--- config.mk ---
export PLATFORM = sky130hd
export DESIGN_NAME = smb_err_slave
export DESIGN_NICKNAME = d
export VERILOG_FILES = /design/src/smb_err_pkg.sv /design/src/smb_err_slave.sv
export VERILOG_INCLUDE_DIRS = /design/src
export SDC_FILE = /design/constraint.sdc
export NUM_CORES = 1
export LEC_CHECK = 0
export BUFFER_PORTS_ARGS = -buffer_cell sky130_fd_sc_hd__buf_2
export CORE_ASPECT_RATIO = 0.5
export CORE_UTILIZATION = 30
export CTS_BUF_LIST = sky130_fd_sc_hd__clkbuf_4
export DETAILED_ROUTE_END_ITERATION = 6
export PLACE_DENSITY = 0.58
export SYNTH_ARGS = -nofsm -noshare
export SYNTH_HDL_FRONTEND = slang
export SYNTH_SLANG_ARGS = --single-unit
--- constraint.sdc ---
create_clock -name CLK_SYS -period 2.9 [get_ports CLK_SYS]
set_input_delay 0.145 -clock CLK_SYS [delete_from_list [all_inputs] [get_ports CLK_SYS]]
set_output_delay 0.145 -clock CLK_SYS [all_outputs]
set_load 0.05 [all_outputs]
--- src/smb_err_consts.svh ---
// constants for the bus error and timeout supervisor
// included by the package; no module of its own
`ifndef SMB_ERR_CONSTS_SVH
`define SMB_ERR_CONSTS_SVH

// local clock rate
`define CLK_MHZ 200
// clock-low timeout, least and longest, in us
`define TOUT_MIN_US 25000
`define TOUT_MAX_US 35000
// cumulative slave stretch limit, in us
`define SEXT_MAX_US 25000
// longest clock-high period, in us
`define THIGH_MAX_US 50
// cycle counts derived from the rate
`define TOUT_CYC (`TOUT_MIN_US * `CLK_MHZ)
`define SEXT_CYC (`SEXT_MAX_US * `CLK_MHZ)
`define IDLE_CYC (`THIGH_MAX_US * `CLK_MHZ)
`define CNT_W 24
`define CRC_INIT 8'h00
`define CRC_POLY 8'h07
`define BIT_LAST 3'h7

`endif

--- src/smb_err_pkg.sv ---
// types shared by the bus error and timeout supervisor
// relies on the constants header
package smb_err_pkg;
`include "smb_err_consts.svh"

	typedef logic [`CNT_W-1:0] cnt_t;

	typedef enum logic [6:0] {
		ST_IDLE = 7'h01,
		ST_RX = 7'h02,
		ST_ACK = 7'h04,
		ST_TX = 7'h08,
		ST_MACK = 7'h10,
		ST_HOLD = 7'h20,
		ST_WAIT = 7'h40
	} state_t;

	typedef struct packed {
		logic not_ready;
		logic bad_cmd;
		logic forbidden;
		logic ovf_unf;
		logic bad_size;
		logic bad_proto;
	} cause_t;

	typedef struct packed {
		cause_t cause;
		logic bad_pec;
		logic tout;
		logic overstretch;
	} err_t;

	typedef struct packed {
		logic first;
		logic [7:0] data;
	} rx_t;

endpackage : smb_err_pkg

--- src/smb_err_slave.sv ---
// slave-side bus engine with error signalling and timeout supervision
// assumes open-drain pads outside and user logic on CLK_SYS
`timescale 1ns/100ps

module smb_err_slave import smb_err_pkg::*; #(
	parameter int unsigned TOUT_CYC = `TOUT_CYC,
	parameter int unsigned SEXT_CYC = `SEXT_CYC,
	parameter int unsigned IDLE_CYC = `IDLE_CYC
) (
	input wire logic CLK_SYS, // system clock
	input wire logic RST_N, // async reset
	input wire logic SCL_I, // clock pad level
	input wire logic SDA_I, // data pad level
	output logic SCL_O, // clock drive value
	output logic SCL_OE, // clock pulled low
	output logic SDA_O, // data drive value
	output logic SDA_OE, // data pulled low
	input wire logic [6:0] SLV_ADDR, // own address
	input wire logic PEC_EN, // check bytes in use
	input wire logic PEC_LAST, // next rx byte is check byte
	input wire cause_t ERR_IN, // user error causes
	input wire logic HOLD_REQ, // stretch clock
	input wire logic FORCE_TOUT, // force clock-low timeout
	input wire logic [7:0] TX_DATA, // byte to send
	input wire logic ERR_CLR, // clear error flag
	output rx_t RX, // received byte
	output logic RX_VALID, // rx byte pulse
	output logic TX_LOAD, // tx byte taken pulse
	output logic [7:0] PEC_VAL, // running check value
	output err_t ERR_FLAG, // sticky errors
	output logic XFER_ERR, // nack pulse
	output logic TIMEOUT, // timeout pulse
	output logic MSG_DONE, // stop seen pulse
	output logic BUS_IDLE, // idle bus
	output logic BUSY // engine active
);

	localparam cnt_t TOUT_LIM = cnt_t'(TOUT_CYC);
	localparam cnt_t SEXT_LIM = cnt_t'(SEXT_CYC);
	localparam cnt_t IDLE_LIM = cnt_t'(IDLE_CYC);

	function automatic logic [7:0] crc8(input logic [7:0] c,
		input logic [7:0] d);
		logic [7:0] r;
		r = c ^ d;
		for (int i = 0; i < 8; i++) begin
			r = r[7] ? ({r[6:0], 1'b0} ^ `CRC_POLY) : {r[6:0], 1'b0};
		end
		return r;
	endfunction : crc8

	logic scl_m_q, scl_s_q, scl_p_q, sda_m_q, sda_s_q, sda_p_q;
	state_t state_q;
	logic [7:0] sh_q;
	logic [2:0] cnt_q;
	logic done_q, addr_ph_q, first_q, rw_q, nack_q, load_q;
	cnt_t low_cnt_q, hi_cnt_q, stretch_q;
	logic scl_rise, scl_fall, start_det, stop_det, addr_hit;
	logic pec_bad, byte_bad, dec, tout_hit, over_hit, abort, hold_ok;
	logic [7:0] crc_rx, crc_tx;
	err_t err_new;

	// two-stage sync of the pads
	always_ff @(posedge CLK_SYS or negedge RST_N) begin
		if (!RST_N) begin
			scl_m_q <= 1'b1;
			scl_s_q <= 1'b1;
			scl_p_q <= 1'b1;
			sda_m_q <= 1'b1;
			sda_s_q <= 1'b1;
			sda_p_q <= 1'b1;
		end else begin
			scl_m_q <= SCL_I;
			scl_s_q <= scl_m_q;
			scl_p_q <= scl_s_q;
			sda_m_q <= SDA_I;
			sda_s_q <= sda_m_q;
			sda_p_q <= sda_s_q;
		end
	end

	assign scl_rise = scl_s_q && !scl_p_q;
	assign scl_fall = !scl_s_q && scl_p_q;
	assign start_det = scl_s_q && scl_p_q && sda_p_q && !sda_s_q;
	assign stop_det = scl_s_q && scl_p_q && !sda_p_q && sda_s_q;
	assign addr_hit = sh_q[7:1] == SLV_ADDR;
	assign crc_rx = crc8(PEC_VAL, sh_q);
	assign crc_tx = crc8(PEC_VAL, TX_DATA);
	assign pec_bad = PEC_EN && PEC_LAST && (crc_rx != 8'h00);
	assign byte_bad = (|ERR_IN) || pec_bad;
	// timeout once low beyond the least limit
	assign tout_hit = !scl_s_q && (low_cnt_q == TOUT_LIM - cnt_t'(1));
	assign over_hit = SCL_OE && (state_q != ST_HOLD)
		&& (stretch_q == SEXT_LIM - cnt_t'(1));
	assign abort = tout_hit || over_hit;
	assign dec = (state_q == ST_RX) && scl_fall && done_q && !addr_ph_q
		&& !abort;
	assign hold_ok = state_q inside {ST_RX, ST_ACK, ST_TX, ST_MACK};

	always_comb begin
		err_new = '0;
		if (dec) begin
			err_new.cause = ERR_IN;
			err_new.bad_pec = pec_bad;
		end
		err_new.tout = tout_hit;
		err_new.overstretch = over_hit;
	end

	// protocol engine
	always_ff @(posedge CLK_SYS or negedge RST_N) begin
		if (!RST_N) begin
			state_q <= ST_IDLE;
			sh_q <= 8'h00;
			cnt_q <= 3'h0;
			done_q <= 1'b0;
			addr_ph_q <= 1'b0;
			first_q <= 1'b0;
			rw_q <= 1'b0;
			nack_q <= 1'b0;
			load_q <= 1'b0;
			PEC_VAL <= `CRC_INIT;
			SDA_OE <= 1'b0;
			RX <= '0;
			RX_VALID <= 1'b0;
			TX_LOAD <= 1'b0;
			XFER_ERR <= 1'b0;
			MSG_DONE <= 1'b0;
		end else begin
			RX_VALID <= 1'b0;
			TX_LOAD <= 1'b0;
			XFER_ERR <= 1'b0;
			MSG_DONE <= 1'b0;
			if (abort) begin
				// drop partial byte, release, wait for start
				state_q <= ST_IDLE;
				SDA_OE <= 1'b0;
				done_q <= 1'b0;
				cnt_q <= 3'h0;
				load_q <= 1'b0;
			end else if (stop_det) begin
				MSG_DONE <= state_q != ST_IDLE;
				state_q <= ST_IDLE;
				SDA_OE <= 1'b0;
			end else if (start_det) begin
				state_q <= ST_RX;
				addr_ph_q <= 1'b1;
				cnt_q <= 3'h0;
				done_q <= 1'b0;
				load_q <= 1'b0;
				PEC_VAL <= `CRC_INIT;
				SDA_OE <= 1'b0;
			end else begin
				case (state_q)
				ST_RX: begin
					if (scl_rise) begin
						sh_q <= {sh_q[6:0], sda_s_q};
						cnt_q <= cnt_q + 3'h1;
						done_q <= cnt_q == `BIT_LAST;
					end else if (scl_fall && done_q) begin
						done_q <= 1'b0;
						PEC_VAL <= crc_rx;
						if (addr_ph_q) begin
							addr_ph_q <= 1'b0;
							first_q <= 1'b1;
							rw_q <= sh_q[0];
							nack_q <= 1'b0;
							SDA_OE <= addr_hit;
							state_q <= addr_hit ? ST_ACK : ST_WAIT;
						end else begin
							nack_q <= byte_bad;
							SDA_OE <= !byte_bad;
							XFER_ERR <= byte_bad;
							RX_VALID <= !byte_bad;
							RX <= '{first: first_q, data: sh_q};
							first_q <= 1'b0;
							state_q <= ST_ACK;
						end
					end
				end
				ST_ACK: begin
					if (scl_fall) begin
						SDA_OE <= 1'b0;
						cnt_q <= 3'h0;
						// nothing more is taken after an error
						if (nack_q) begin
							state_q <= ST_WAIT;
						end else if (rw_q) begin
							state_q <= ST_TX;
							load_q <= 1'b1;
						end else begin
							state_q <= ST_RX;
						end
					end
				end
				ST_TX: begin
					if (load_q) begin
						if (!HOLD_REQ && !scl_s_q) begin
							sh_q <= TX_DATA;
							SDA_OE <= !TX_DATA[7];
							PEC_VAL <= crc_tx;
							TX_LOAD <= 1'b1;
							load_q <= 1'b0;
						end
					end else if (FORCE_TOUT && !scl_s_q) begin
						// hold clock low to force a timeout
						state_q <= ST_HOLD;
						SDA_OE <= 1'b0;
					end else if (scl_rise) begin
						cnt_q <= cnt_q + 3'h1;
						done_q <= cnt_q == `BIT_LAST;
					end else if (scl_fall) begin
						if (done_q) begin
							done_q <= 1'b0;
							SDA_OE <= 1'b0;
							state_q <= ST_MACK;
						end else begin
							sh_q <= {sh_q[6:0], 1'b0};
							SDA_OE <= !sh_q[6];
						end
					end
				end
				ST_MACK: begin
					if (scl_rise) begin
						cnt_q <= 3'h0;
						// master nack ends the read quietly
						if (!sda_s_q) begin
							state_q <= ST_TX;
							load_q <= 1'b1;
						end else begin
							state_q <= ST_WAIT;
						end
					end
				end
				ST_HOLD, ST_WAIT, ST_IDLE: begin
					state_q <= state_q;
				end
				default: begin
					state_q <= ST_IDLE;
				end
				endcase
			end
		end
	end

	// clock stretch and forced hold
	always_ff @(posedge CLK_SYS or negedge RST_N) begin
		if (!RST_N) begin
			SCL_OE <= 1'b0;
			stretch_q <= '0;
		end else begin
			SCL_OE <= !abort && ((state_q == ST_HOLD)
				|| (HOLD_REQ && hold_ok && !scl_s_q));
			// stretch summed from start to stop
			if (start_det || state_q == ST_IDLE) begin
				stretch_q <= '0;
			end else if (SCL_OE && state_q != ST_HOLD) begin
				stretch_q <= stretch_q + cnt_t'(1);
			end
		end
	end

	always_ff @(posedge CLK_SYS or negedge RST_N) begin
		if (!RST_N) begin
			low_cnt_q <= '0;
			hi_cnt_q <= '0;
			TIMEOUT <= 1'b0;
			BUS_IDLE <= 1'b0;
		end else begin
			TIMEOUT <= tout_hit;
			// a stopped high clock never counts
			if (scl_s_q) begin
				low_cnt_q <= '0;
			end else if (low_cnt_q != TOUT_LIM) begin
				low_cnt_q <= low_cnt_q + cnt_t'(1);
			end
			// idle after both lines high long enough
			if (!(scl_s_q && sda_s_q)) begin
				hi_cnt_q <= '0;
				BUS_IDLE <= 1'b0;
			end else if (hi_cnt_q != IDLE_LIM) begin
				hi_cnt_q <= hi_cnt_q + cnt_t'(1);
				BUS_IDLE <= hi_cnt_q == IDLE_LIM - cnt_t'(1);
			end
		end
	end

	// sticky flags, set wins over clear
	always_ff @(posedge CLK_SYS or negedge RST_N) begin
		if (!RST_N) begin
			ERR_FLAG <= '0;
			BUSY <= 1'b0;
			SCL_O <= 1'b0;
			SDA_O <= 1'b0;
		end else begin
			ERR_FLAG <= err_t'((ERR_CLR ? '0 : ERR_FLAG) | err_new);
			BUSY <= state_q != ST_IDLE;
			SCL_O <= 1'b0;
			SDA_O <= 1'b0;
		end
	end
endmodule : smb_err_slave

# Word-level counts from Yosys, hierarchy flattened
# Cells that the tools add are included.
# word_totals
reg_bits	137
elab_cells	306
input_bits	30
# classes
add_sub_neg	4
bitwise	24
reduce_logical	62
n_mux	127
eq_ne	50
# ops
op	n
$mux 24	6
$mux 7	17
$mux 8	12
$add 24x1->24 const B	3
$mux 3	24
$mux 1	59
$eq 24x23->1 const B	2
$not 3->3	16
$pmux 7 s5	1
$reduce_and 7->1	5
$ne 4x4->1 const B	8
$pmux 8 s2	2
$ne 5x5->1 const B	5
$eq 24x14->1 const B	1
$ne 24x14->1 const B	1
$ne 24x23->1 const B	1
$ne 6x5->1 const B	4
$logic_and 1x1->1	23
$ne 7x6->1 const B	3
$ne 3x3->1 const B	6
$reduce_and 6->1	3
$xor 8x8->8	2
$pmux 3 s4	1
$reduce_bool 6->1	2
other kinds (33)	60

# Longest topological paths before layout
# depth
word_depth	28
depth_mapped	10
ltp_nobuf	8

# Worst setup path before layout
# No wires, ideal clock.
# synth_timing
path_kind	reg2reg
start	register scl_s_q
end	register state_q[1]
synth_period_minus_slack_ns	2.705
setup_ns	0.125
path_buffers	1
t_required_ns	2.775
stages_incl_launch_ff	10
t_arrival_ns	2.580
setup_slack_ns	0.195
path_cell_list	dfstp_2 -> clkbuf_1 -> inv_1 -> ha_1 -> or3b_2 -> a211oi_2 -> a311oi_1 -> nor3b_2 -> nor2_4 -> mux2_4
# synth_via
elab_chain_cells	8
# synth_rtl
item	line	rtl
start: declaration	smb_err_slave.sv:52	logic scl_m_q, scl_s_q, scl_p_q, sda_m_q, sda_s_q, sda_p_q;
start signal: assignment	smb_err_slave.sv:74	scl_s_q <= scl_m_q;
$logic_not 1->1	smb_err_slave.sv:83, smb_err_slave.sv:92, smb_err_slave.sv:205	
$logic_and 1x1->1	smb_err_slave.sv:205	end else if (FORCE_TOUT && !scl_s_q) begin
$mux 7	smb_err_slave.sv:205	
$mux 7	smb_err_slave.sv:197	if (load_q) begin
$pmux 7 s5	smb_err_slave.sv:154	case (state_q)
$mux 7	smb_err_slave.sv:145	end else if (start_det) begin
$mux 7	smb_err_slave.sv:141	end else if (stop_det) begin
$mux 7	smb_err_slave.sv:134	if (abort) begin
end signal: assignment	smb_err_slave.sv:169	state_q <= addr_hit ? ST_ACK : ST_WAIT;
end signal: assignment	smb_err_slave.sv:236	state_q <= state_q;
end: declaration	smb_err_slave.sv:53	state_t state_q;
# Parallel ways exist; a longest one is shown, timed or not. The select of a mux whose other input is x is not followed.
# A chain may end at the register's enable or synchronous reset.

# Worst setup path after layout
# layout_timing
start	register state_q[3]
end	register sh_q[0]
# layout_via
elab_chain_cells	6
# layout_rtl
item	line	rtl
$ne 7x6->1	smb_err_slave.sv:93	assign over_hit = SCL_OE && (state_q != ST_HOLD)
$logic_and 1x1->1	smb_err_slave.sv:93	
$logic_and 1x1->1	smb_err_slave.sv:94	&& (stretch_q == SEXT_LIM - cnt_t'(1));
$logic_or 1x1->1	smb_err_slave.sv:95	assign abort = tout_hit || over_hit;
$not 1->1 (no source line)	--	
$reduce_and 10->1 (no source line)	--	
end signal: assignment	smb_err_slave.sv:157	sh_q <= {sh_q[6:0], sda_s_q};
end signal: assignment	smb_err_slave.sv:218	sh_q <= {sh_q[6:0], 1'b0};
end: declaration	smb_err_slave.sv:54	logic [7:0] sh_q;
# Parallel ways exist; a longest one is shown, timed or not.

==> impl_metrics.toml <==
[worst_setup_path]
critPathCaptureType = "flop"
start_kind = "flop"
critPathMaxStageDelay_ns = 0.64
r2r_start = "state_q[3]$_DFFE_PN0P_"
cp.arrival_ns = 3.09
cp-startpoint = "state_q[3]$_DFFE_PN0P_"
crit_path_end = "sh_q[0]$_DFFE_PN0P_"
crit_fanout = 12
path_class = "reg2reg"
cp.required_ns = 3.34
r2r_setup_slack_ns = 0.25
crit_slowest_cell = "dfrtp_1"
rr_worst_depth = 6
rr_endpoint = "sh_q[0]$_DFFE_PN0P_"
crit_path_cell_trace = "nor3b_4 -> a211o_2 -> or3_4 -> nand2_4 -> a221o_1 -> mux2_4"

[global_route]
grt_antenna_before_repair = 0
grt_pass1_wl_um = 30500
first_global_vias = 5986
track_usage = 0.144
grt_overflow_total = 0
grt_max_degree = 68

[detailed_routing]
routedWlPerCell_um = 15.2
via_per_inst = 4.92
wl_met1_um = 8910
wl_um = 18600
drc = 0
dr.pass1.iters = 5
routed.top_layer = "met4"
ant_nets = 0
drt-initial-drc-count = 328
wl_met2_um = 8780
vias = 6022
met3WireLength_um = 527

[finish]
antenna_cells = 0
final_cell_area_um2 = 8950
layout_commonest_cell = "dfrtp_1"
nets = 909
drive_gt1_frac = 0.198
syn2layout_area_growth_pct = 15.4
final_cell_mix = "dfrtp_1 (130), nor2_1 (99), xnor2_1 (63), buf_2 (63), nand2_1 (57)"

[floorplanning]
core_area_um2 = 25300
initial_utilization = 0.307
die_h_um = 116
fp-row-count = 41
io_pins = 67
die_x_um = 229
dieArea_um2 = 26500

[synthesis]
synth_async_sr_flop_share = 1.00
synth_compound_area_frac = 0.0881
muxShareOfSynthArea = 0.0555
synth-simple-area-share = 0.237
synth.distinct_cells = 77
synth-seq-cells = 137
synth_fa_ha_area_frac = 0.0178
syn_inst = 774
synth_top_family_by_area = "simple AND/OR/NAND/NOR gates"
synth_xor_area_frac = 0.130
syn_area_um2 = 7750
synth_seq_area_share = 0.443
synth_edf_count = 0
yosys_warnings = 0
yosys_most_used_dff = "dfrtp_1"
avgSynthCellArea_um2 = 10.0

[clock_network]
clk_latency_ns = 0.56
cts_tree = "done"
cts_max_path_buffers = 2
cts_setup_buffers = 0
cts_buffers = 17
clk_pin_slew_ns = 0.13
clock-sinks = 137
h-tree-depth = 4
clockRootBuffer = "clkbuf_4"

[timing]
post-route-min-period_ns = 2.65
relSlewSlack = 0.530
skew_ns = 0.0179
slew_viol_final = 0
worst_slew_pin_slew_ns = 0.699
grt_setup_unrepaired = "no"
setup_tns_ns = 0
min_period_over_period = 0.913
max_freq_ghz = 0.378
setup_viol = 0
hold_viol = 0

[power_and_ir_drop]
peakVddDrop_mv = 0.303
p_per_area_nw_per_um2 = 651
power_leakage_uw = 0.00396

[run_status]
outcome = "finished, final reports clean"

[job]
drv_cap = 0

[place]
place_congestion = 0.914
portBuffers = 64
dp_hpwl_um = 13500
placed_area_um2 = 8510

[hold_path]
hold_class = "in2reg"
state kept, by name, indices dropped and copies added, names as in the netlist, 3 cells and up:
register and cells:
sh_q 8, hi_cnt_q 24, state_q 7, low_cnt_q 24
ERR_FLAG 9, PEC_VAL 8, cnt_q 3, RX 9
stretch_q 24
critical path: cells and delay by family, from the launching register on:
kind             cells  cell delay, ns
multiplexers         1            0.35
AND/OR/NAND/NOR      3            0.64
flip-flops           1            0.64
AO/OA/AOI/OAI        2            0.88
power breakdown:
group / switching, uW / internal, uW / total, uW
registers: 289 / 2060 / 2350
logic: 1270 / 1060 / 2330
clock network: 727 / 421 / 1150
total: 2290 / 3540 / 5830
metal layers:
metal,vias to the layer above,GRT usage
met5,-,0
met4,0,0.0507
met3,23,0.0261
met2,103,0.239
met1,2989,0.189
li1,2907,-
how the worst min path moves through the flow:
| stage | startpoint | to | slack, ns | cells after the start |
|---|---|---|---|---|
| 4_1_cts | TX_DATA[7] | sh_q[7]$_DFFE_PN0P_ | 0.006 | 3 |
| 6_report | TX_DATA[7] | sh_q[7]$_DFFE_PN0P_ | 0.03 | 3 |
| 3_5_place_dp | RST_N | RX[4]$_DFFE_PN0P_ | 0.19 | 1 |
| 3_3_place_gp | RST_N | RX[4]$_DFFE_PN0P_ | 0.19 | 1 |
| 5_1_grt | TX_DATA[7] | sh_q[7]$_DFFE_PN0P_ | 0.03 | 3 |
| 2_1_floorplan | RST_N | BUSY$_DFF_PN0_ | -0.15 | 0 |
Yosys cell counts, drive strengths merged (3+ instances only):
cell,instances,area (um^2)
or4,9,75.1
buf,10,72.6
and3,16,100
dfrtp,130,3250
nand4,17,106
a22oi,3,22.5
and4,5,43.8
and2,9,56.3
xor2,47,412
nor2b,5,31.3
or3,11,73.8
nor2,102,400
nor3,20,116
xnor2,63,552
a21oi,18,90.1
o21ai,21,105
nor3b,5,53.8
mux2,28,360
nor4b,7,61.3
or3b,6,52.6
clkbuf,15,56.3
inv,23,86.3
a211oi,6,60.1
dfstp,7,184
nand2,61,244
ha,11,138
o211ai,6,50.1
nand3,36,180
a22o,11,96.3
mux2i,7,70.1
o31ai,3,22.5
nand2b,5,31.3
nor4,15,151
repair_timing:
| item | in CTS | in global routing |
|---|---|---|
| gates resized for setup | 0 | 0 |
| endpoints found under the hold margin | 85 | 0 |
| hold buffers | 20 | 0 |
| endpoints found under the setup margin | 0 | 0 |
cell families (layout without fill, tap and decap cells):
| group | after synthesis | count (layout) |
|---|---|---|
| buf+inv | 48 | 152 |
| simple gates | 336 | 336 |
| compound gates | 94 | 94 |
| other cells | 1 | 2 |
| flops | 137 | 137 |
| mux | 35 | 35 |
| fa+ha+maj | 11 | 11 |
| xor+xnor | 112 | 112 |
through the flow:
stage / cells / util / setup WS (ns) / total power, uW / hold WS [ns]
2_1_floorplan: 775 / - / 0.195 / 4180 / -0.151
3_3_place_gp: 1173 / 0.336 / 0.330 / 4670 / 0.188
3_5_place_dp: 1173 / 0.336 / 0.279 / 4700 / 0.193
4_1_cts: 1223 / 0.354 / 0.266 / 5890 / 0.00601
5_1_grt: 1223 / 0.354 / 0.0839 / 6230 / 0.0275
6_report: 1223 / 0.354 / 0.253 / 5830 / 0.0331
area by class of cell:
type / count / area, um^2
Clock buffer: 18 / 135
Clock inverter: 12 / 104
Tap cell: 344 / 430
Inverter: 23 / 86.3
Multi-Input combinational cell: 590 / 4100
Sequential cell: 137 / 3440
Fill cell: 2519 / 16300
Timing Repair Buffer: 99 / 652
(Power assumes the default switching activity.)
